$ cat config.mk
export PLATFORM = sky130hd
export DESIGN_NAME = oscc_top
export DESIGN_NICKNAME = d
export VERILOG_FILES = /design/src/hw/oscc_pkg.sv /design/src/hw/oscc_align_timer.sv /design/src/hw/oscc_sync.sv /design/src/hw/oscc_top.sv
export VERILOG_INCLUDE_DIRS = /design/src /design/src/hw
export SDC_FILE = /design/constraint.sdc
export NUM_CORES = 1
export LEC_CHECK = 0
export ABC_AREA = 1
export ABC_CLOCK_PERIOD_IN_PS = 1600
export CAP_MARGIN = 20
export CORE_MARGIN = 2
export CORE_UTILIZATION = 63
export DETAILED_ROUTE_END_ITERATION = 8
export DONT_BUFFER_PORTS = 1
export GPL_ROUTABILITY_DRIVEN = 0
export GPL_TIMING_DRIVEN = 0
export HOLD_SLACK_MARGIN = 0.06
export PLACE_DENSITY = 0.79
export SYNTH_ARGS = -nofsm -noshare
export SYNTH_HDL_FRONTEND = slang
export SYNTH_SLANG_ARGS = --single-unit
export TNS_END_PERCENT = 10
$ cat constraint.sdc
create_clock -name clk_i -period 1.6 [get_ports clk_i]
set_input_delay 0.08 -clock clk_i [delete_from_list [all_inputs] [get_ports clk_i]]
set_output_delay 0.08 -clock clk_i [all_outputs]
set_load 0.02 [all_outputs]
$ cat src/hw/oscc_consts.svh
// Constants for the output clock sync controller: map, fields, timing.
// Assumes a 250 MHz system clock and a Wishbone word-per-register map.
// Behaviour
// - After reset every output divider stays in reset until a sync trigger.
// - Triggers come from manual bits, pins, EEPROM, autoreconfig or autosync.
// - Triggers hit one channel; global bit, all-channel pin and EEPROM start both, unaligned.
// - With reference sync on either channel, wait for hitless before muting.
// - Confirm drivers muted, then reset P and Q dividers to load settings.
// - Reference sync aligns release to reference edge, else await manual clear; the code awaits the clear for manual syncs either way.
// - Before release wait for analog PLL calibrated and locked.
// - Finally unmute drivers, release Q dividers, return to waiting.
// - No sequence starts unless the system clock is locked.
// - Manual trigger stalls before unmute until host clears the bit.
// - Multifunction input pins trigger the same manual syncs as the bits.
// - Q ratio change plus update strobe triggers, only after first sync.
// - Autoreconfig resyncs the unprotected outputs of its channel, muted, glitch free.
// - Outputs with clock source enable and sync mask set stay undisturbed; the code spares them in autoreconfig only, other syncs mute and reset them.
// - Per-channel 2-bit autosync mode: off, immediate, phase, frequency lock.
// - Autosync waits for system clock lock then the selected event.
// - Autosync fires once; rearm bit or mode rewrite arms it again.
// - Mode zero leaves only manual and autoreconfig triggers.
// - Reference sync leaves a small fixed offset of about 30 ns.
// - Reference sync enable resets to 0; it gates its own channel's edge wait and both channels' hitless wait.
`ifndef OSCC_CONSTS_SVH
`define OSCC_CONSTS_SVH
// ==========================================================
// Register indices (byte address is four times the index)
`define OSCC_CH0_CFG_IDX    14'h10db
`define OSCC_CH1_CFG_IDX    14'h14db
`define OSCC_GLOBAL_IDX     14'h2000
`define OSCC_CH0_CTRL_IDX   14'h2101
`define OSCC_CH0_REARM_IDX  14'h2107
`define OSCC_CH1_CTRL_IDX   14'h2201
`define OSCC_CH1_REARM_IDX  14'h2207
`define OSCC_UPDATE_IDX     14'h000f
`define OSCC_CH0_QRATIO_IDX 14'h3000
`define OSCC_CH1_QRATIO_IDX 14'h3001
`define OSCC_SRC_EN_IDX     14'h3002
`define OSCC_MASK_IDX       14'h3003
`define OSCC_STATUS_IDX     14'h3004
// ==========================================================
// Field positions and codes
`define OSCC_REFSYNC_BIT 2
`define OSCC_SYNC_BIT    3
`define OSCC_REARM_BIT   0
`define OSCC_UPDATE_BIT  0
`define OSCC_MODE_OFF    2'h0
`define OSCC_MODE_IMM    2'h1
`define OSCC_MODE_PHASE  2'h2
`define OSCC_MODE_FREQ   2'h3
`define OSCC_OUT_PER_CH  3
`define OSCC_SYNC_W      16
// ==========================================================
// Timing
`define OSCC_CLK_PS       4000
`define OSCC_REF_ALIGN_NS 30
`define OSCC_ALIGN_CYC \
  ((`OSCC_REF_ALIGN_NS * 1000 + `OSCC_CLK_PS - 1) / `OSCC_CLK_PS)
`endif

$ cat src/hw/oscc_pkg.sv
// Types shared by the sync controller modules.
// Assumes oscc_consts.svh is on the include path.
`include "oscc_consts.svh"
package oscc_pkg;
  // ==========================================================
  // Sequencer states
  typedef enum logic [3:0] {
    ST_IDLE, ST_HITLESS, ST_MUTE, ST_CONFIRM, ST_RESET,
    ST_RELEASE, ST_ANALOG_UPCONVERSION_PLL, ST_EDGE, ST_ALIGN, ST_UNMUTE
  } oscc_seq_t;

  // Whole state of the top module
  typedef struct packed {
    oscc_seq_t [1:0] st;
    logic [1:0]      manual;
    logic [1:0]      reconf;
    logic [1:0]      armed;
    logic [1:0]      man_prev;
    logic [1:0]      chsync;
    logic            first_done;
    logic            glob;
    logic            ack;
    logic [1:0][7:0] cfg_stg;
    logic [1:0][7:0] cfg;
    logic [1:0][7:0] qr_stg;
    logic [1:0][7:0] qr;
    logic [5:0]      src_en;
    logic [5:0]      sync_mask;
    logic [5:0]      mute;
    logic [5:0]      qrst;
    logic [1:0]      prst;
    logic [7:0]      rdat;
  } oscc_state_t;

  typedef struct packed {
    logic [3:0] cnt;
  } oscc_tmr_t;

  typedef struct packed {
    logic [`OSCC_SYNC_W-1:0] s1;
    logic [`OSCC_SYNC_W-1:0] s2;
    logic [`OSCC_SYNC_W-1:0] s3;
  } oscc_sync_t;
endpackage

$ cat src/hw/oscc_align_timer.sv
// Down counter that delays output release after a reference edge.
// Assumes start_i is a one-cycle pulse from the same clock.
`include "oscc_consts.svh"
module oscc_align_timer (
  input  wire logic clk_i,
  input  wire logic rst_i,
  input  wire logic start_i,
  output logic      done_o
);
  oscc_pkg::oscc_tmr_t s;
  oscc_pkg::oscc_tmr_t next_s;

  // Load on start, count down to zero
  always_comb begin
    next_s = s;
    if (start_i) begin
      next_s.cnt = 4'(`OSCC_ALIGN_CYC);
    end else if (s.cnt != 4'h0) begin
      next_s.cnt = s.cnt - 4'h1;
    end
  end

  always_ff @(posedge clk_i) begin
    if (rst_i) begin
      s <= '0;
    end else begin
      s <= next_s;
    end
  end

  // Last counted cycle; a restart mid-count wins
  assign done_o = (s.cnt == 4'h1) & ~start_i;
endmodule

$ cat src/hw/oscc_sync.sv
// Two-flop synchroniser with rising-edge detect for pins and PLL status.
// Assumes inputs are asynchronous to clk_i; the first stage feeds only s2.
`include "oscc_consts.svh"
module oscc_sync (
  input  wire logic                    clk_i,
  input  wire logic                    rst_i,
  input  wire logic [`OSCC_SYNC_W-1:0] async_i,
  output logic      [`OSCC_SYNC_W-1:0] level_o,
  output logic      [`OSCC_SYNC_W-1:0] rise_o
);
  oscc_pkg::oscc_sync_t s;
  oscc_pkg::oscc_sync_t next_s;

  // Shift chain; s3 only serves the edge detect
  always_comb begin
    next_s    = s;
    next_s.s1 = async_i;
    next_s.s2 = s.s1;
    next_s.s3 = s.s2;
  end

  always_ff @(posedge clk_i) begin
    if (rst_i) begin
      s <= '0;
    end else begin
      s <= next_s;
    end
  end

  assign level_o = s.s2;
  assign rise_o  = s.s2 & ~s.s3;
endmodule

$ cat src/hw/oscc_top.sv
// Output clock sync controller: two channel sequencers and a Wishbone map.
// Assumes the drivers report mute status and PLL status arrive unsynced.
//
// Register access over Wishbone was left to the implementer.
`include "oscc_consts.svh"
module oscc_top (
  input  wire logic        clk_i,
  input  wire logic        rst_i,
  input  wire logic        wb_cyc_i,
  input  wire logic        wb_stb_i,
  input  wire logic        wb_we_i,
  input  wire logic [15:0] wb_adr_i,
  input  wire logic [3:0]  wb_sel_i,
  input  wire logic [31:0] wb_dat_i,
  output logic      [31:0] wb_dat_o,
  output logic             wb_ack_o,
  input  wire logic        system_clock_locked_i,
  input  wire logic [1:0]  analog_upconversion_pll_ready_i,
  input  wire logic [1:0]  digital_tracking_pll_phase_i,
  input  wire logic [1:0]  digital_tracking_pll_freq_i,
  input  wire logic [1:0]  hitless_valid_i,
  input  wire logic [1:0]  drivers_muted_i,
  input  wire logic [1:0]  ref_clk_i,
  input  wire logic        multifunction_pin_all_i,
  input  wire logic [1:0]  multifunction_pin_ch_i,
  input  wire logic        eeprom_sync_i,
  output logic      [5:0]  clock_output_mute_o,
  output logic      [1:0]  p_div_reset_o,
  output logic      [5:0]  q_div_reset_o,
  output logic      [7:0]  q_ratio0_o,
  output logic      [7:0]  q_ratio1_o,
  output logic      [1:0]  seq_busy_o
);
  // ==========================================================
  // Declarations
  oscc_pkg::oscc_state_t   s;
  oscc_pkg::oscc_state_t   next_s;
  logic [`OSCC_SYNC_W-1:0] sy_in;
  logic [`OSCC_SYNC_W-1:0] sy_lvl;
  logic [`OSCC_SYNC_W-1:0] sy_rise;
  logic                    lock;
  logic [1:0]              pll_ok;
  logic [1:0]              ph_lock;
  logic [1:0]              fr_lock;
  logic [1:0]              hitless;
  logic [1:0]              muted;
  logic                    pin_all;
  logic [1:0]              pin_ch;
  logic [1:0]              ref_rise;
  logic [1:0]              t_start;
  logic [1:0]              t_done;
  logic                    acc;
  logic                    wr;
  logic [13:0]             idx;
  logic [7:0]              rd;
  logic                    upd;
  logic [1:0]              rearm;
  logic [1:0]              mlvl;
  logic [1:0]              mrise;
  logic [1:0]              rcf;
  logic [1:0]              ev;
  logic [1:0]              auto_t;
  logic [1:0]              trig;
  logic [1:0]              busy;
  logic                    ref_any;
  logic [5:0]              prot_all;
  logic [1:0][2:0]         prot;

  // ==========================================================
  // Input synchronisers: status lines and pins cross from outside
  assign sy_in = {ref_clk_i, multifunction_pin_ch_i,
                  multifunction_pin_all_i, drivers_muted_i,
                  hitless_valid_i, digital_tracking_pll_freq_i,
                  digital_tracking_pll_phase_i,
                  analog_upconversion_pll_ready_i,
                  system_clock_locked_i};

  oscc_sync u_sync (
    .clk_i   (clk_i),
    .rst_i   (rst_i),
    .async_i (sy_in),
    .level_o (sy_lvl),
    .rise_o  (sy_rise)
  );

  // Field split of the synchronised vector
  assign lock     = sy_lvl[0];
  assign pll_ok   = sy_lvl[2:1];
  assign ph_lock  = sy_lvl[4:3];
  assign fr_lock  = sy_lvl[6:5];
  assign hitless  = sy_lvl[8:7];
  assign muted    = sy_lvl[10:9];
  assign pin_all  = sy_lvl[11];
  assign pin_ch   = sy_lvl[13:12];
  assign ref_rise = sy_rise[15:14];

  // ==========================================================
  // Reference alignment timers, one per channel
  for (genvar g = 0; g < 2; g++) begin : g_tmr
    oscc_align_timer u_tmr (
      .clk_i   (clk_i),
      .rst_i   (rst_i),
      .start_i (t_start[g]),
      .done_o  (t_done[g])
    );
  end

  // ==========================================================
  // Bus slave, staging and sequencers in one next-state block
  always_comb begin
    next_s   = s;
    t_start  = 2'b00;
    upd      = 1'b0;
    rearm    = 2'b00;
    rd       = 8'h00;
    mlvl     = 2'b00;
    mrise    = 2'b00;
    rcf      = 2'b00;
    ev       = 2'b00;
    auto_t   = 2'b00;
    trig     = 2'b00;
    prot     = '0;
    acc      = wb_cyc_i & wb_stb_i & ~s.ack;
    wr       = acc & wb_we_i & wb_sel_i[0];
    idx      = wb_adr_i[15:2];
    busy[0]  = s.st[0] != oscc_pkg::ST_IDLE;
    busy[1]  = s.st[1] != oscc_pkg::ST_IDLE;
    ref_any  = s.cfg[0][`OSCC_REFSYNC_BIT] | s.cfg[1][`OSCC_REFSYNC_BIT];
    prot_all = s.src_en & s.sync_mask;
    next_s.ack = acc;

    // Address decode; unmapped words read zero and ignore writes
    if (idx == `OSCC_CH0_CFG_IDX) begin
      rd = s.cfg_stg[0];
      if (wr) next_s.cfg_stg[0] = wb_dat_i[7:0];
    end else if (idx == `OSCC_CH1_CFG_IDX) begin
      rd = s.cfg_stg[1];
      if (wr) next_s.cfg_stg[1] = wb_dat_i[7:0];
    end else if (idx == `OSCC_GLOBAL_IDX) begin
      rd[`OSCC_SYNC_BIT] = s.glob;
      if (wr) next_s.glob = wb_dat_i[`OSCC_SYNC_BIT];
    end else if (idx == `OSCC_CH0_CTRL_IDX) begin
      rd[`OSCC_SYNC_BIT] = s.chsync[0];
      if (wr) next_s.chsync[0] = wb_dat_i[`OSCC_SYNC_BIT];
    end else if (idx == `OSCC_CH1_CTRL_IDX) begin
      rd[`OSCC_SYNC_BIT] = s.chsync[1];
      if (wr) next_s.chsync[1] = wb_dat_i[`OSCC_SYNC_BIT];
    end else if (idx == `OSCC_CH0_REARM_IDX) begin
      rearm[0] = wr & wb_dat_i[`OSCC_REARM_BIT];
    end else if (idx == `OSCC_CH1_REARM_IDX) begin
      rearm[1] = wr & wb_dat_i[`OSCC_REARM_BIT];
    end else if (idx == `OSCC_UPDATE_IDX) begin
      upd = wr & wb_dat_i[`OSCC_UPDATE_BIT];
    end else if (idx == `OSCC_CH0_QRATIO_IDX) begin
      rd = s.qr_stg[0];
      if (wr) next_s.qr_stg[0] = wb_dat_i[7:0];
    end else if (idx == `OSCC_CH1_QRATIO_IDX) begin
      rd = s.qr_stg[1];
      if (wr) next_s.qr_stg[1] = wb_dat_i[7:0];
    end else if (idx == `OSCC_SRC_EN_IDX) begin
      rd = {2'h0, s.src_en};
      if (wr) next_s.src_en = wb_dat_i[5:0];
    end else if (idx == `OSCC_MASK_IDX) begin
      rd = {2'h0, s.sync_mask};
      if (wr) next_s.sync_mask = wb_dat_i[5:0];
    end else if (idx == `OSCC_STATUS_IDX) begin
      rd = {3'h0, s.first_done, s.armed, busy};
    end
    if (acc) next_s.rdat = rd;

    for (int c = 0; c < 2; c++) begin
      if (upd) begin
        next_s.cfg[c] = s.cfg_stg[c];
      end
      // pins as manual bits; global bit reaches both channels
      mlvl[c]  = s.glob | s.chsync[c] | pin_all | pin_ch[c];
      mrise[c] = (mlvl[c] & ~s.man_prev[c]) | eeprom_sync_i;
      next_s.man_prev[c] = mlvl[c];
      rcf[c] = upd & (s.qr_stg[c] != s.qr[c]) & s.first_done;
      // mode decode; immediate uses lock itself
      case (s.cfg[c][1:0])
        `OSCC_MODE_IMM:   ev[c] = lock;
        `OSCC_MODE_PHASE: ev[c] = ph_lock[c];
        `OSCC_MODE_FREQ:  ev[c] = fr_lock[c];
        default:          ev[c] = 1'b0;
      endcase
      // zero mode never fires; lock first
      auto_t[c] = s.armed[c] & (s.cfg[c][1:0] != `OSCC_MODE_OFF)
                  & lock & ev[c];
      trig[c] = lock & ~busy[c] & (mrise[c] | rcf[c] | auto_t[c]);
      if (s.reconf[c]) prot[c] = prot_all[c*3 +: 3];

      case (s.st[c])
        oscc_pkg::ST_IDLE: begin
          if (trig[c]) begin
            next_s.manual[c] = mrise[c];
            next_s.reconf[c] = rcf[c] & ~mrise[c] & ~auto_t[c];
            if (auto_t[c]) next_s.armed[c] = 1'b0;
            next_s.st[c] = oscc_pkg::ST_HITLESS;
          end
        end
        oscc_pkg::ST_HITLESS: begin
          if (!ref_any || hitless[c]) next_s.st[c] = oscc_pkg::ST_MUTE;
        end
        oscc_pkg::ST_MUTE: begin
          next_s.mute[c*3 +: 3] = s.mute[c*3 +: 3] | ~prot[c];
          next_s.st[c] = oscc_pkg::ST_CONFIRM;
        end
        oscc_pkg::ST_CONFIRM: begin
          if (muted[c]) begin
            next_s.prst[c] = 1'b1;
            next_s.qrst[c*3 +: 3] = s.qrst[c*3 +: 3] | ~prot[c];
            next_s.st[c] = oscc_pkg::ST_RESET;
          end
        end
        oscc_pkg::ST_RESET: begin
          // New ratio loads while the dividers are held
          next_s.qr[c] = s.qr_stg[c];
          next_s.st[c] = oscc_pkg::ST_RELEASE;
        end
        oscc_pkg::ST_RELEASE: begin
          // manual stall; clear of the bit
          if (!s.manual[c] || !mlvl[c]) next_s.st[c] = oscc_pkg::ST_ANALOG_UPCONVERSION_PLL;
        end
        oscc_pkg::ST_ANALOG_UPCONVERSION_PLL: begin
          // analog PLL ready; own channel gating only
          if (pll_ok[c]) begin
            if (s.cfg[c][`OSCC_REFSYNC_BIT]) begin
              next_s.st[c] = oscc_pkg::ST_EDGE;
            end else begin
              next_s.st[c] = oscc_pkg::ST_UNMUTE;
            end
          end
        end
        oscc_pkg::ST_EDGE: begin
          if (ref_rise[c]) begin
            t_start[c]   = 1'b1;
            next_s.st[c] = oscc_pkg::ST_ALIGN;
          end
        end
        oscc_pkg::ST_ALIGN: begin
          if (t_done[c]) next_s.st[c] = oscc_pkg::ST_UNMUTE;
        end
        oscc_pkg::ST_UNMUTE: begin
          next_s.mute[c*3 +: 3] = s.mute[c*3 +: 3] & prot[c];
          next_s.qrst[c*3 +: 3] = s.qrst[c*3 +: 3] & prot[c];
          next_s.prst[c] = 1'b0;
          next_s.first_done = 1'b1;
          next_s.st[c] = oscc_pkg::ST_IDLE;
        end
        default: begin
          next_s.st[c] = oscc_pkg::ST_IDLE;
        end
      endcase
      // rearm write or mode rewrite; set wins over a same-cycle fire
      if (rearm[c] || (upd && (s.cfg_stg[c][1:0] != s.cfg[c][1:0]))) begin
        next_s.armed[c] = 1'b1;
      end
    end
  end

  // dividers and drivers held from reset
  always_ff @(posedge clk_i) begin
    if (rst_i) begin
      s      <= '0;
      s.mute <= '1;
      s.qrst <= '1;
      s.prst <= '1;
    end else begin
      s <= next_s;
    end
  end

  // ==========================================================
  // Outputs, all from state flops
  assign wb_dat_o            = {24'h0, s.rdat};
  assign wb_ack_o            = s.ack;
  assign clock_output_mute_o = s.mute;
  assign p_div_reset_o       = s.prst;
  assign q_div_reset_o       = s.qrst;
  assign q_ratio0_o          = s.qr[0];
  assign q_ratio1_o          = s.qr[1];
  assign seq_busy_o          = busy;
endmodule
==> run summary <==
Worst hold path class = input pin to register
P_leak = 4.22 nW
Antenna Nets Post-Route = 0
Status = finished with violations
#FFs+latches synth = 151
Number of distinct library cells after synthesis = 46
Layout cells sized above 1 = 0.194
Largest area contributor in the netlist = dfxtp_1
Comb pwr share = 0.283
Final net count = 1268
Pins Over Slew Limit = 0
MaxCap Viol Count = 0
R2r worst-path depth = 9
Die area = 13100 um2
Internal = 7.60 mW
Hold path startpoint = wb_adr_i[4]
CTS tree = built
CTS Sinks = 151
Total CTS buffers = 17
Rows = 40
Clock Power Share = 0.333
Setup crit end kind = register
Count of non-filler cells in the finished layout = 1349
Placed Area = 7990 um2
Vias in the first global route = 6697
Die W = 115 um
Slew headroom = 0.450
Largest net degree at the start of global routing = 17
Worst Skew = 0.00854 ns
Met1 Track Usage GR = 0.393
Core Region = 12000 um2
Fraction of registers with async set/reset = 0
Syn_area_per_cell = 6.95 um2
Initial antenna violation count = 1
End of the worst hold path = s[106]
Remaining Overflow, GRT = 0
Dpl ws = -0.246 ns
Final setup viols = 7
Vias per inst = 5.37
Vias = 7241
Post-synth top area share = 0.392
Critical path type = register to register
Max Fclk = 0.589 GHz
Syn Inst Count = 1110
Maximum clock path buffer count = 2
DIE HEIGHT = 115 um
Req. time, crit path = 1.96 ns
DR iter-0 viols = 756
Unrepaired setup endpoints after global routing = yes
Initial Utilization = 0.645
Area Overhead vs Synth = 18.4%
CP arrival = 2.06 ns
Peak fanout along the critical path = 5
Final WL = 20.7 mm
Final Cell Area = 9130 um2
Root buf cell = clkbuf_16
Filler cell count = 917
Global Route Usage Sum = 0.320
Fin crit period = 1.70 ns
Port bufs = 0
Hold depth = 4
Met3 usage = 0.0995
Worst Max-Slew Pin Slew = 0.825 ns
Post-Place Cells = 1280
Detailed Routing Iterations Pass 1 = 5
Number of synthesized flops with an enable pin = 0
Top cells by area, synth = dfxtp_1 39%, nand2_1 12%, inv_1 7.2%
Post-DR wirelength/cell = 15.3 um
CTS H-tree depth = 4
Seq pwr share = 0.384
Critical Path Source Type = register
Most used DFF post-synth = dfxtp_1
Worst skew pair latency = 0.44 ns
Register area share after synthesis = 0.392
Net Sw Frac = 0.350
DRC = 0
Reg2Reg Capture Point = s[116]
Failing checks = setup timing
Pwr dens = 1280 nW/um2
Net Sw Power = 4.09 mW
Beginning of the worst register-to-register path = wb_ack_o
DPL Wire Length = 14.0 mm
PnR worst setup slack = -0.0965 ns
Peak VDD IR = 936 uV
Met2 GRT Util = 0.521
First-pass GRT wire length = 32.4 mm
Worst R2R Setup Slack = -0.1 ns
I/O pin count = 139
Fin crit share = 1.06
Yosys warns = 0
Reg clk slew, reported paths = 0.06 ns
Final number of hold-violating endpoints = 0
Synth Cell Area = 7710 um2
GRT busiest layer = met2
## cell families (layout without fill, tap and decap cells)
family | count (synthesis) | after routing | synth area share
and+or+nand+nor | 530 | 530 | 0.313
buffers and inverters | 245 | 313 | 0.151
AOI/OAI and AO/OA | 166 | 166 | 0.121
DFF | 151 | 151 | 0.392
xor gates and xnor gates | 11 | 11 | 0.0125
adders and majority gates | 6 | 6 | 0.00973
other | 1 | 25 | 0.000486
## timing repair
item	CTS	global route
resized for setup	16	57
endpoints found under the setup margin	47	65
pin swaps	6	14
hold buffers	30	0
setup buffers	3	3
hold endpoints to repair	68	0
## layout make-up
cell class                      count  area (um2)  share of cell area
Clock inverter                     12         119              0.0130
Multi-Input combinational cell    737        3810               0.417
Timing Repair Buffer               36         345              0.0378
Inverter                          162         614              0.0673
Sequential cell                   151        3040               0.333
Tap cell                          147         184              0.0201
Clock buffer                       20         457              0.0500
Antenna cell                        1        2.50            0.000274
Buffer                             83         558              0.0611
## how the worst max path moves through the flow
| stage | start | to | slack, ns |
|---|---|---|---|
| after floorplan | s[115] | s[117] | 0.05 |
| after global placement | s[115] | s[117] | -0.21 |
| after detailed placement | s[115] | s[117] | -0.25 |
| after CTS | wb_ack_o | s[117] | -0.05 |
| after global routing | s[118] | s[116] | -0.19 |
| final | wb_ack_o | s[116] | -0.1 |
## synth_stat cells, drive strengths merged (2+ instances only)
cell type	number
nor2	162
a211oi	7
o21ai	68
o2111ai	3
nand4	7
xor2	6
ha	6
nor3	14
a31oi	4
nor4	2
nand2	251
a21oi	79
nand3	89
or2	4
xnor2	5
inv	161
dfxtp	151
buf	67
clkbuf	16
## registers in the layout (all words and copies together) (netlist names), named ones only
name,cells
g_tmr.u_tmr.s,8
u_sync.s,2
p_div_reset_o,2
wb_dat_o,8
u_sync.next_s,16
q_ratio1_o,8
wb_ack_o,1
q_ratio0_o,8
u_sync.level_o,16
s,70
## power groups by stage
stage / Combinational [mW] / Clock (mW) / Sequential (mW)
finish: 3.31 / 3.90 / 4.48
global route: 3.68 / 4.10 / 4.53
CTS: 3.03 / 3.89 / 4.45
detailed placement: 2.86 / 0 / 4.52
global placement: 2.81 / 0 / 4.51
floorplan: 2.39 / 0 / 4.45
## critical path: stages (launching register included)
cell	delay [ns]
dfxtp_4	0.38
nor2_4	0.14
nand4_1	0.18
inv_2	0.13
nand3_4	0.08
nor2_4	0.18
nand3_4	0.12
nand3_4	0.12
nand3_1	0.12
a21oi_2	0.16
## through the flow
step                hold slack (ns)  setup TNS [ns]   util  total power, mW
detailed placement            0.190           -4.67  0.668             7.38
global route                 0.0723           -2.37  0.763             12.3
global placement              0.187           -3.82  0.668             7.32
CTS                          0.0614          -0.154  0.747             11.4
finish                       0.0489          -0.318  0.764             11.7
floorplan                     0.187               0      -             6.84
## routing by layer
layer | wire length [um] | vias up
met2 | 9640 | 337
met3 | 1950 | 70
li1 | - | 3578
met5 | 0 | -
met4 | 728 | 0
met1 | 8370 | 3256
## cells in the final DEF, fill, tap and decap left out, types with 18 or more instances in the layout
cell type and n:
a21oi_1 71, buf_4 69, conb_1 24, dfxtp_1 139, dlygate4sd3_1 30, inv_1 145, nand2_1 225, nand2_2 18
nand3_1 74, nor2_1 128, nor2_2 20, o21ai_0 59
Note: power is estimated with default switching activity, not from simulation.
